--- config.mk ---
export PLATFORM = sky130hd
export DESIGN_NAME = rpc_core
export DESIGN_NICKNAME = d
export VERILOG_FILES = /design/src/rpc_pkg.sv /design/src/rpc_core.sv
export SDC_FILE = /design/constraint.sdc
export NUM_CORES = 2
export LEC_CHECK = 0
export BUFFER_PORTS_ARGS = -buffer_cell sky130_fd_sc_hd__buf_2
export CAP_MARGIN = 20
export CORE_MARGIN = 5
export CORE_UTILIZATION = 37
export CTS_CLUSTER_DIAMETER = 80
export DETAILED_ROUTE_END_ITERATION = 16
export GPL_TIMING_DRIVEN = 0
export PLACE_DENSITY_LB_ADDON = 0.12
export SLEW_MARGIN = 20
export SYNTH_ARGS = -nofsm -noshare
export SYNTH_HDL_FRONTEND = slang
export SYNTH_SLANG_ARGS = --single-unit
--- constraint.sdc ---
create_clock -name CLK_SYS -period 11.8 [get_ports CLK_SYS]
set_clock_uncertainty 0.05 [all_clocks]
set_input_delay 2.36 -clock CLK_SYS [delete_from_list [all_inputs] [get_ports CLK_SYS]]
set_output_delay 2.36 -clock CLK_SYS [all_outputs]
set_load 0.02 [all_outputs]
--- src/rpc_pkg.sv ---
package rpc_pkg;

  // ==========================================================================
  // Command identifiers and outcome flags
  // ==========================================================================
  localparam logic [9:0] CMD_STANDBY = 10'd161;
  localparam logic [9:0] CMD_FIX_INTERVAL = 10'd220;
  localparam logic [9:0] CMD_FIX_INTERVAL_WR = 10'd300;
  localparam logic [9:0] CMD_EXTEND_RX = 10'd223;
  localparam logic [9:0] CMD_DUTY_CYCLE = 10'd225;
  localparam logic [9:0] CMD_BAUD = 10'd251;
  localparam logic [9:0] MSG_STARTUP = 10'd10;
  localparam logic [1:0] FLAG_INVALID = 2'd0;
  localparam logic [1:0] FLAG_UNSUPPORTED = 2'd1;
  localparam logic [1:0] FLAG_FAILED = 2'd2;
  localparam logic [1:0] FLAG_OK = 2'd3;

  // ==========================================================================
  // Field limits, modes and reset values
  // ==========================================================================
  localparam logic [31:0] FIX_MIN_MS = 32'd100;
  localparam logic [31:0] SATS_MIN = 32'd1;
  localparam logic [31:0] SATS_MAX = 32'd4;
  localparam logic [31:0] EXT_MIN_MS = 32'd40000;
  localparam logic [31:0] EXT_MAX_MS = 32'd180000;
  localparam logic [31:0] GAP_MAX_MS = 32'd3600000;
  localparam logic [7:0] MODE_NORMAL = 8'd0;
  localparam logic [7:0] MODE_DUTY = 8'd2;
  localparam logic [7:0] MODE_ADAPTIVE = 8'd8;
  localparam logic [16:0] BAUD_DEFAULT = 17'd9600;
  localparam logic [31:0] FIX_RESET_MS = 32'd1000;
  localparam logic [31:0] EXT_RESET_MS = 32'd180000;
  localparam logic [31:0] GAP_RESET_MS = 32'd60000;
  localparam logic [31:0] CYCLE_RESET_MS = 32'd1000;
  localparam logic [7:0] SNR_RESET = 8'd0;
  localparam logic [2:0] SATS_RESET = 3'd1;
  // Bits per character on the serial line, start and stop included.
  localparam logic [3:0] BITS_PER_CHAR = 4'd10;
  localparam logic [9:0] MS_PER_S = 10'd1000;

  // ==========================================================================
  // Timing
  // ==========================================================================
  localparam int CLK_PERIOD_NS = 10;
  localparam int MS_NS = 1000000;
  localparam int MS_CYCLES = MS_NS / CLK_PERIOD_NS;

  // ==========================================================================
  // Types
  // ==========================================================================
  typedef struct packed {
    logic [9:0] id;
    logic [2:0] nfields;
    logic has_cksum;
    logic terminated;
    logic [4:0][31:0] field;
  } rpc_cmd_t;

  typedef struct packed {
    logic [9:0] cmd;
    logic [1:0] flag;
  } rpc_ack_t;

  typedef enum logic [1:0] {
    PW_ON,
    PW_SLEEP,
    PW_STANDBY
  } rpc_power_t;

endpackage

--- src/rpc_core.sv ---
`timescale 1ns/10ps
// Overview of operation
// (RQ1) Command 161 with zero enters standby.
// (RQ2) Any receive line transition wakes from standby.
// (RQ3) Startup sentence 010 precedes output after wake.
// (RQ4) Command 220 or 300 sets fix interval.
// (RQ5) Host supplies fix interval above 100 ms.
// (RQ6) Interval too short for output bandwidth: flag 2.
// (RQ7) Command 223 takes sats, snr, extend, gap.
// (RQ8) Extend when ephemeris sats below minimum 1..4.
// (RQ9) Ignore satellites below the SNR threshold.
// (RQ10) Extend on time 40000 to 180000 ms.
// (RQ11) Extend gap 0 to 3600000 ms.
// (RQ12) Duty mode alternates on and sleep autonomously.
// (RQ13) Mode 0 normal, 2 duty, 8 adaptive.
// (RQ14) Normal or cold-start on and off durations.
// (RQ15) Modes 0 and 8 need no timing fields.
// (RQ16) Command 251 sets listed baud, zero default.
// (RQ17) Acknowledge carries command and outcome flag.
// (RQ18) Sentences without checksum are rejected.
// (RQ19) Process only after CR LF terminator.
// (RQ20) Baud switches after acknowledgement completes.
// (RQ21) Out-of-range field: flag 0, config unchanged.
module rpc_core
  import rpc_pkg::*;
#(
  parameter int MS_CYC = rpc_pkg::MS_CYCLES
) (
  input wire logic CLK_SYS,
  input wire logic NRST,
  input wire logic CMD_VALID,
  input wire rpc_pkg::rpc_cmd_t CMD,
  output logic CMD_READY,
  output logic ACK_VALID,
  output rpc_pkg::rpc_ack_t ACK,
  input wire logic ACK_TAKEN,
  output logic STARTUP_REQ,
  input wire logic STARTUP_TAKEN,
  input wire logic RXD,
  input wire logic [15:0] MSG_BYTES,
  input wire logic [2:0] EPH_SATS,
  input wire logic COLD_START,
  output logic RX_ON,
  output logic STANDBY,
  output logic [16:0] BAUD_RATE,
  output logic [31:0] FIX_INTERVAL_MS,
  output logic [7:0] SNR_MIN,
  output logic [7:0] OP_MODE,
  output logic EXTENDING
);
  import rpc_pkg::*;

  if (MS_CYC < 1) begin : g_ms_cyc_check
    $error("MS_CYC must be at least one cycle");
  end

  // ==========================================================================
  // State
  // ==========================================================================
  typedef struct packed {
    rpc_power_t pw;
    logic rxd;
    logic startup;
    logic ack_v;
    rpc_ack_t ack;
    logic baud_pend;
    logic [16:0] baud_new;
    logic [16:0] baud;
    logic [31:0] fix_ms;
    logic [2:0] min_sats;
    logic [7:0] snr;
    logic [31:0] ext_ms;
    logic [31:0] gap_ms;
    logic [7:0] mode;
    logic [31:0] on_ms;
    logic [31:0] off_ms;
    logic [31:0] cold_on;
    logic [31:0] cold_off;
    logic [31:0] pre;
    logic [31:0] ms;
    logic [31:0] gap_cnt;
    logic extend_on_ms;
    logic ready;
    logic rx_on;
    logic stby;
  } rpc_state_t;

  rpc_state_t s_q, s_d;

  function automatic logic baud_ok(input logic [31:0] r);
    return r == 32'd4800 || r == 32'd9600 || r == 32'd14400 || r == 32'd19200 ||
           r == 32'd38400 || r == 32'd57600 || r == 32'd115200;
  endfunction

  function automatic logic in_range(input logic [31:0] v, input logic [31:0] lo, input logic [31:0] hi);
    return v >= lo && v <= hi;
  endfunction

  logic take;
  logic [1:0] flag;
  logic [48:0] bits_avail;
  logic [48:0] bits_need;
  logic ms_tick;
  logic [31:0] on_len;
  logic [31:0] off_len;

  // A command is held off while an ack or the startup sentence is still owed.
  assign take = CMD_VALID && s_q.ready;
  // Capacity in bits per interval compared with the bits the enabled messages need.
  assign bits_avail = 49'(CMD.field[0]) * 49'(s_q.baud); // RQ6
  assign bits_need = 49'(MSG_BYTES) * 49'(BITS_PER_CHAR) * 49'(MS_PER_S); // RQ6
  assign ms_tick = s_q.pre == 32'(MS_CYC - 1);
  assign on_len = COLD_START ? s_q.cold_on : s_q.on_ms; // RQ14
  assign off_len = COLD_START ? s_q.cold_off : s_q.off_ms; // RQ14

  always_comb begin
    s_d = s_q;
    flag = FLAG_INVALID;
    s_d.rxd = RXD;

    // ========================================================================
    // Standby, wake and duty cycling
    // ========================================================================
    // This runs ahead of the command decode so that a command's power state wins.
    if (s_q.pw == PW_STANDBY) begin
      if (RXD != s_q.rxd) begin
        s_d.pw = PW_ON; // RQ2
        s_d.startup = 1'b1; // RQ3
        s_d.pre = 32'd0;
        s_d.ms = 32'd0;
      end
    end else begin
      s_d.pre = ms_tick ? 32'd0 : s_q.pre + 32'd1;
      if (ms_tick && s_q.gap_cnt != 32'hffffffff) begin
        s_d.gap_cnt = s_q.gap_cnt + 32'd1;
      end
      if (s_q.mode != MODE_DUTY) begin
        s_d.pw = PW_ON;
        s_d.extend_on_ms = 1'b0;
      end else if (ms_tick) begin // RQ12
        s_d.ms = s_q.ms + 32'd1;
        if (s_q.pw == PW_ON && s_q.extend_on_ms && s_q.ms + 32'd1 >= s_q.ext_ms) begin
          s_d.extend_on_ms = 1'b0;
          s_d.pw = PW_SLEEP;
          s_d.ms = 32'd0;
        end else if (s_q.pw == PW_ON && !s_q.extend_on_ms && s_q.ms + 32'd1 >= on_len) begin
          s_d.ms = 32'd0;
          if (EPH_SATS < s_q.min_sats && s_q.gap_cnt >= s_q.gap_ms) begin // RQ8
            s_d.extend_on_ms = 1'b1;
            s_d.gap_cnt = 32'd0; // RQ11
          end else begin
            s_d.pw = PW_SLEEP; // RQ12
          end
        end else if (s_q.pw == PW_SLEEP && s_q.ms + 32'd1 >= off_len) begin
          s_d.pw = PW_ON; // RQ12
          s_d.ms = 32'd0;
        end
      end
    end

    // ========================================================================
    // Command decode
    // ========================================================================
    if (take && CMD.terminated) begin // RQ19
      if (!CMD.has_cksum) begin
        flag = FLAG_INVALID; // RQ18
      end else if (CMD.id == CMD_STANDBY) begin
        if (CMD.nfields >= 3'd1 && CMD.field[0] == 32'd0) begin
          flag = FLAG_OK;
          s_d.pw = PW_STANDBY; // RQ1
        end
      end else if (CMD.id == CMD_FIX_INTERVAL || CMD.id == CMD_FIX_INTERVAL_WR) begin // RQ4
        // Intervals at or under the floor are refused here too, not only trusted.
        if (CMD.nfields >= 3'd1 && CMD.field[0] > FIX_MIN_MS) begin // RQ5 RQ21
          if (bits_avail < bits_need) begin
            flag = FLAG_FAILED; // RQ6
          end else begin
            flag = FLAG_OK;
            s_d.fix_ms = CMD.field[0]; // RQ4
          end
        end
      end else if (CMD.id == CMD_EXTEND_RX) begin
        if (CMD.nfields >= 3'd4 && in_range(CMD.field[0], SATS_MIN, SATS_MAX) && CMD.field[1] < 32'd256 &&
            in_range(CMD.field[2], EXT_MIN_MS, EXT_MAX_MS) && CMD.field[3] <= GAP_MAX_MS) begin // RQ8 RQ10 RQ11 RQ21
          flag = FLAG_OK;
          s_d.min_sats = CMD.field[0][2:0]; // RQ7
          s_d.snr = CMD.field[1][7:0];
          s_d.ext_ms = CMD.field[2];
          s_d.gap_ms = CMD.field[3];
        end
      end else if (CMD.id == CMD_DUTY_CYCLE) begin
        if (CMD.nfields >= 3'd1 && (CMD.field[0] == 32'(MODE_NORMAL) || CMD.field[0] == 32'(MODE_ADAPTIVE))) begin
          flag = FLAG_OK; // RQ15
          s_d.mode = CMD.field[0][7:0]; // RQ13
        end else if (CMD.nfields == 3'd5 && CMD.field[0] == 32'(MODE_DUTY) && CMD.field[1] != 32'd0 &&
                     CMD.field[3] != 32'd0) begin // RQ21
          flag = FLAG_OK;
          s_d.mode = MODE_DUTY; // RQ13
          s_d.on_ms = CMD.field[1]; // RQ14
          s_d.off_ms = CMD.field[2];
          s_d.cold_on = CMD.field[3];
          s_d.cold_off = CMD.field[4];
          s_d.pre = 32'd0;
          s_d.ms = 32'd0;
          s_d.pw = PW_ON;
        end
      end else if (CMD.id == CMD_BAUD) begin
        if (CMD.nfields >= 3'd1 && (CMD.field[0] == 32'd0 || baud_ok(CMD.field[0]))) begin // RQ16 RQ21
          flag = FLAG_OK;
          s_d.baud_pend = 1'b1; // RQ20
          s_d.baud_new = CMD.field[0] == 32'd0 ? BAUD_DEFAULT : CMD.field[0][16:0];
        end
      end else begin
        flag = FLAG_UNSUPPORTED;
      end
      s_d.ack_v = 1'b1; // RQ17
      s_d.ack.cmd = CMD.id;
      s_d.ack.flag = flag;
    end

    // ========================================================================
    // Acknowledge hand-off; a new rate only applies once the old-rate ack left.
    // ========================================================================
    if (s_q.ack_v && ACK_TAKEN) begin
      s_d.ack_v = 1'b0;
      if (s_q.baud_pend) begin
        s_d.baud_pend = 1'b0;
        s_d.baud = s_q.baud_new; // RQ20
      end
    end

    if (s_q.startup && STARTUP_TAKEN) begin
      s_d.startup = 1'b0;
    end
    // Decoded outputs are registered so that none of them leaves through logic.
    s_d.ready = !s_d.ack_v && !s_d.startup && s_d.pw != PW_STANDBY;
    s_d.rx_on = s_d.pw == PW_ON;
    s_d.stby = s_d.pw == PW_STANDBY;
  end

  always_ff @(posedge CLK_SYS or negedge NRST) begin
    if (!NRST) begin
      s_q <= '{pw: PW_ON, rxd: 1'b1, startup: 1'b0, ack_v: 1'b0, ack: '0, baud_pend: 1'b0,
               baud_new: BAUD_DEFAULT, baud: BAUD_DEFAULT, fix_ms: FIX_RESET_MS, min_sats: SATS_RESET,
               snr: SNR_RESET, ext_ms: EXT_RESET_MS, gap_ms: GAP_RESET_MS, mode: MODE_NORMAL,
               on_ms: CYCLE_RESET_MS, off_ms: CYCLE_RESET_MS, cold_on: CYCLE_RESET_MS,
               cold_off: CYCLE_RESET_MS, pre: 32'd0, ms: 32'd0, gap_cnt: 32'hffffffff, extend_on_ms: 1'b0, ready: 1'b1,
               rx_on: 1'b1, stby: 1'b0};
    end else begin
      s_q <= s_d;
    end
  end

  // ==========================================================================
  // Outputs, all straight from the state register
  // ==========================================================================
  assign CMD_READY = s_q.ready;
  assign ACK_VALID = s_q.ack_v; // RQ17
  assign ACK = s_q.ack;
  assign STARTUP_REQ = s_q.startup; // RQ3
  assign RX_ON = s_q.rx_on;
  assign STANDBY = s_q.stby;
  assign BAUD_RATE = s_q.baud;
  assign FIX_INTERVAL_MS = s_q.fix_ms;
  // The tracker uses this to drop weak satellites from the ephemeris wait.
  assign SNR_MIN = s_q.snr; // RQ9
  assign OP_MODE = s_q.mode;
  assign EXTENDING = s_q.extend_on_ms;

endmodule

==> summary.md <==
For this block, the initial DRC count from the detailed router was 2562. Summed over all cells, the static leakage comes to 25.93 nW. During synthesis, Yosys emitted a total of 0 warnings. sky130_fd_sc_hd__fa_1 takes more of the synthesized area than any other cell. After the last flow step, the layout net total stands at 6361. Setup repair after global routing left no endpoint under its margin. The final critical-path share of the clock period is 96.29%, and the number of max-slew violations in the final report is 0.

For the finished layout, the period the worst path requires is 11.36 ns. The tools report the met2 demand-to-capacity share in global routing as 33.87%. The post-place instance area was 47210 um^2.

After detailed routing, the average wire length per cell comes to 21.26 um. 284 I/O pins were placed. Summed over all failing endpoints, the final setup total negative slack is 0 ns. Max-cap violations in this run came to 0. Global routing used 23.38% of the available tracks.

The worst-case IR drop observed on VDD is 0.2774 mV. Net switching is 42.94% of the power. The tools report the kind of launch point of the worst setup path as an input port.

The largest fanout on the critical path works out to 11. In this run the deepest clock path goes through 3 buffers. The initial cell density of the core was 37.16%. Via count of the first global-routing pass: 35706. In the routed design, unresolved DRC markers number 0. The cell with the largest stage delay on the worst path was sky130_fd_sc_hd__clkbuf_1. The run gives 118.2 mm as the post-DP HPWL. The peak per-stage delay on the critical path works out to 0.60 ns. In this run, flip-flops and latches consume 19.6% of the power. The tree is rooted in a sky130_fd_sc_hd__clkbuf_16. The count of hold buffers inserted by post-cts repair was 0; the reg2reg setup slack was 1.36 ns. The tightest min-delay check is of the reg2reg type. The most critical setup path has its endpoint at FIX_INTERVAL_MS[21]. For the worst-skew pair, the clock arrives at the later sink with an insertion delay of 0.66 ns. The tools report the total congestion overflow after global routing as 0. The logs give 49090 um^2 for the final design area excluding fillers and 125200 um^2 for the area of the die.

For the number of antenna violations at the first check in global routing, the log shows 10. STA classifies the critical path endpoint as a register. TritonCTS built the clock tree. The H-tree generated during clock tree synthesis spans 2 levels.

The run gives 57.8% as the relative contribution of combinational cells to total power. Global routing used 35.12% of the available met1 tracks. The logs give 224.6 mm for the global-route wire length before repair and 85 for the maximum number of pins on one net before global-route repair.

For this run, the leading register cell type out of synthesis is sky130_fd_sc_hd__dfrtp_1. Share of synthesized registers carrying an async set or reset: 100.0%. In this run the critical register-to-register path is launched from BAUD_RATE[13].

The tools report the placement-stage worst setup slack as -1.205 ns. Relative to the synthesized area, the layout overhead comes to 12.18%. A synthesized cell averages 8.810 um^2. Number of vias after detailed routing: 35174.

The worst setup path is of the in2reg kind. The clock network accounts for 22.6% of the total power. The depth of the worst register-to-register path was 33; the clock buffer count from CTS was 52. The die outline height was 353.9 um; the detailed-routing iteration count for the pre-antenna-repair pass was 5. The most critical setup path has its startpoint at CMD[1]. The endpoint identified for the worst register-to-register timing path is FIX_INTERVAL_MS[21]. Dividing total power by cell area gives a power density of 146.5 nW/um^2.

The post-synthesis instance area is 43760 um^2. The synthesized design devotes to its leading area cell type 23.15% of total area. The tools report the sequential share of the synthesized area as 22.85%. For this design, the sink count on the clock tree is 395. Yosys mapped a number of flops with a built-in enable equal to 0. By area the synthesized netlist is led by sky130_fd_sc_hd__fa_1 (23%), sky130_fd_sc_hd__dfrtp_1 (17%), sky130_fd_sc_hd__ha_1 (10%). The fmax came out at 88.01 MHz.

Using the TritonRoute via totals, the vias-per-cell ratio works out to 5.113. The internal power of the cells totals 0.004105 W. The number of port buffers is 267. Measured along the x axis, the die boundary spans 353.9 um. After clock tree synthesis, the clock-pin slew on the worst setup and hold paths is 0.06 ns. At the worst endpoint, the required time is 12.25 ns. The transition time at the pin with the least slew margin is 1.174 ns.

The logs give 0 for the number of endpoints failing setup at the final stage and 0.007194 W for the total power after layout. Counting flops and latches in the post-synthesis netlist gives 395. After floorplanning, the core was sized to cover 117800 um^2. Most prevalent standard cell on the critical path: sky130_fd_sc_hd__fa_1. The setup slack of the critical path after layout was 0.4373 ns; the net switching power was 0.003089 W. In this run the core area contains 126 standard-cell rows.

In the global route stage, met3 resource usage came out at 5.193%. The detailed-route wire length came out at 146.3 mm. For the post-synth net total, the log shows 6034.

The peak-usage layer in the global routing report is met1. The proportion of layout cells with a drive suffix above 1 was 13.08%. The relative slew slack came out at 21.70%. The run finished with clean final reports. The count of nets left with antenna violations after detail routing was 0; the worst path arrival time was 11.82 ns. The cell count after synthesis came out at 4967. At the end of routability-driven placement, the weighted congestion stood at 0.8935. For the hold violation total from the final report, the log shows 0. The tools report the distinct cell type count of the synthesized netlist as 81.
[metal layers]
| layer | share of wire, % | up-vias |
|---|---|---|
| met2 | 41 | 1067 |
| met3 | 7.5 | 166 |
| met1 | 48 | 17456 |
| met5 | 0 | - |
| met4 | 3.1 | 0 |
| li1 | - | 16485 |
[state kept, by name (all words and copies together) (netlist names)]
register and count:
STARTUP_REQ 1, EXTENDING 1, OP_MODE 8, ACK_VALID 1, SNR_MIN 8, STANDBY 1, s_q 312, CMD_READY 1
FIX_INTERVAL_MS 32, RX_ON 1, BAUD_RATE 17, ACK 12
[critical path, delay by kind of cell]
| family | cells | cell delay [ns] |
|---|---|---|
| simple gates | 5 | 0.82 |
| fa+ha+maj | 8 | 3.88 |
| compound gates | 12 | 2.70 |
| buf+inv | 7 | 1.49 |
| mux | 1 | 0.30 |
| xor+xnor | 1 | 0.20 |
[cell usage after synthesis, types with 11 or more instances]
cell	number
sky130_fd_sc_hd__xnor2_1	77
sky130_fd_sc_hd__nor2_1	227
sky130_fd_sc_hd__o21a_1	18
sky130_fd_sc_hd__and3_1	37
sky130_fd_sc_hd__nand4_1	57
sky130_fd_sc_hd__or4_1	11
sky130_fd_sc_hd__a211oi_1	18
sky130_fd_sc_hd__buf_4	100
sky130_fd_sc_hd__nor3_1	45
sky130_fd_sc_hd__a311oi_1	12
sky130_fd_sc_hd__a21o_1	88
sky130_fd_sc_hd__and2_1	174
sky130_fd_sc_hd__o211ai_1	18
sky130_fd_sc_hd__mux2_4	29
sky130_fd_sc_hd__or3_1	13
sky130_fd_sc_hd__nand2b_1	20
sky130_fd_sc_hd__nor2b_1	24
sky130_fd_sc_hd__ha_1	360
sky130_fd_sc_hd__nor4_1	63
sky130_fd_sc_hd__nand2_1	983
sky130_fd_sc_hd__dfrtp_1	305
sky130_fd_sc_hd__a22oi_1	25
sky130_fd_sc_hd__a21oi_1	147
sky130_fd_sc_hd__o21bai_1	20
sky130_fd_sc_hd__o21ai_0	131
sky130_fd_sc_hd__xor2_1	64
sky130_fd_sc_hd__mux2_2	48
sky130_fd_sc_hd__clkbuf_1	172
sky130_fd_sc_hd__nand3_1	76
sky130_fd_sc_hd__fa_1	506
sky130_fd_sc_hd__dfstp_2	90
sky130_fd_sc_hd__inv_1	770
sky130_fd_sc_hd__a31oi_1	19
sky130_fd_sc_hd__mux2i_1	68
[cell families (layout without fill, tap and decap cells)]
logic type | after synthesis | count (layout) | synth area share, %
AO/OA/AOI/OAI | 585 | 585 | 8.727
XOR/XNOR | 141 | 141 | 2.822
adder cells (fa/ha/maj) | 867 | 867 | 33.47
buffers and inverters | 1063 | 1434 | 10.07
flip-flops | 395 | 395 | 22.85
multiplexers | 145 | 145 | 3.786
other | 0 | 6 | 0
AND/OR/NAND/NOR | 1771 | 1771 | 18.29
[power by group through the flow]
stage	registers, W	logic [W]	clock network, W
final	0.00141	0.00416	0.00162
after global routing	0.00142	0.00489	0.00172
after CTS	0.00141	0.00421	0.00168
after detailed placement	0.00143	0.00418	0
after global placement	0.00143	0.00414	0
after floorplan	0.00143	0.00331	0
[layout make-up]
class                           instances  area [um^2]
Inverter                              770         2890
Tap cell                             1536         1922
Clock buffer                           76         1511
Timing Repair Buffer                  276         1531
Fill cell                           11954        68680
Clock inverter                         22        231.5
Multi-Input combinational cell       3509        29450
Sequential cell                       395         9997
Antenna cell                            6        15.01
Buffer                                290         1538
[placed cells by master (no fill, tap or decap), types with 88 or more instances in the layout]
cell type,Yosys,layout
sky130_fd_sc_hd__a21o_1,88,88
sky130_fd_sc_hd__a21oi_1,147,140
sky130_fd_sc_hd__and2_1,174,174
sky130_fd_sc_hd__buf_2,8,274
sky130_fd_sc_hd__buf_4,100,101
sky130_fd_sc_hd__clkbuf_1,172,166
sky130_fd_sc_hd__dfrtp_1,305,305
sky130_fd_sc_hd__dfstp_2,90,90
sky130_fd_sc_hd__fa_1,506,506
sky130_fd_sc_hd__ha_1,360,359
sky130_fd_sc_hd__inv_1,770,770
sky130_fd_sc_hd__nand2_1,983,983
sky130_fd_sc_hd__nor2_1,227,227
sky130_fd_sc_hd__o21ai_0,131,130
[metrics by stage]
stage          instances  util, %  hold WS, ns
2_1_floorplan       4967        -       0.3831
3_3_place_gp        6770    39.92       0.3907
3_5_place_dp        6777    40.09       0.3925
4_1_cts             6873    41.58       0.4013
5_1_grt             6876    41.68       0.4173
6_report            6880    41.68       0.4006
[what timing repair did]
| item | in CTS | in global routing |
|---|---|---|
| setup buffers | 0 | 2 |
| resized for setup | 9 | 38 |
| pin swaps | 0 | 2 |
| setup endpoints to repair | 33 | 33 |
| hold endpoints to repair | 0 | 0 |
[worst min-delay path by stage]
| stage | slack [ns] | endpoint | depth (start not counted) | startpoint |
|---|---|---|---|---|
| final | 0.40 | s_q[169] | 2 | s_q[169] |
| after global routing | 0.42 | s_q[169] | 2 | s_q[169] |
| after CTS | 0.40 | s_q[169] | 2 | s_q[169] |
| after detailed placement | 0.39 | s_q[169] | 2 | s_q[169] |
| after global placement | 0.39 | s_q[169] | 2 | s_q[169] |
| after floorplan | 0.38 | s_q[100] | 2 | s_q[100] |
Note: power is estimated with default switching activity, not from simulation.
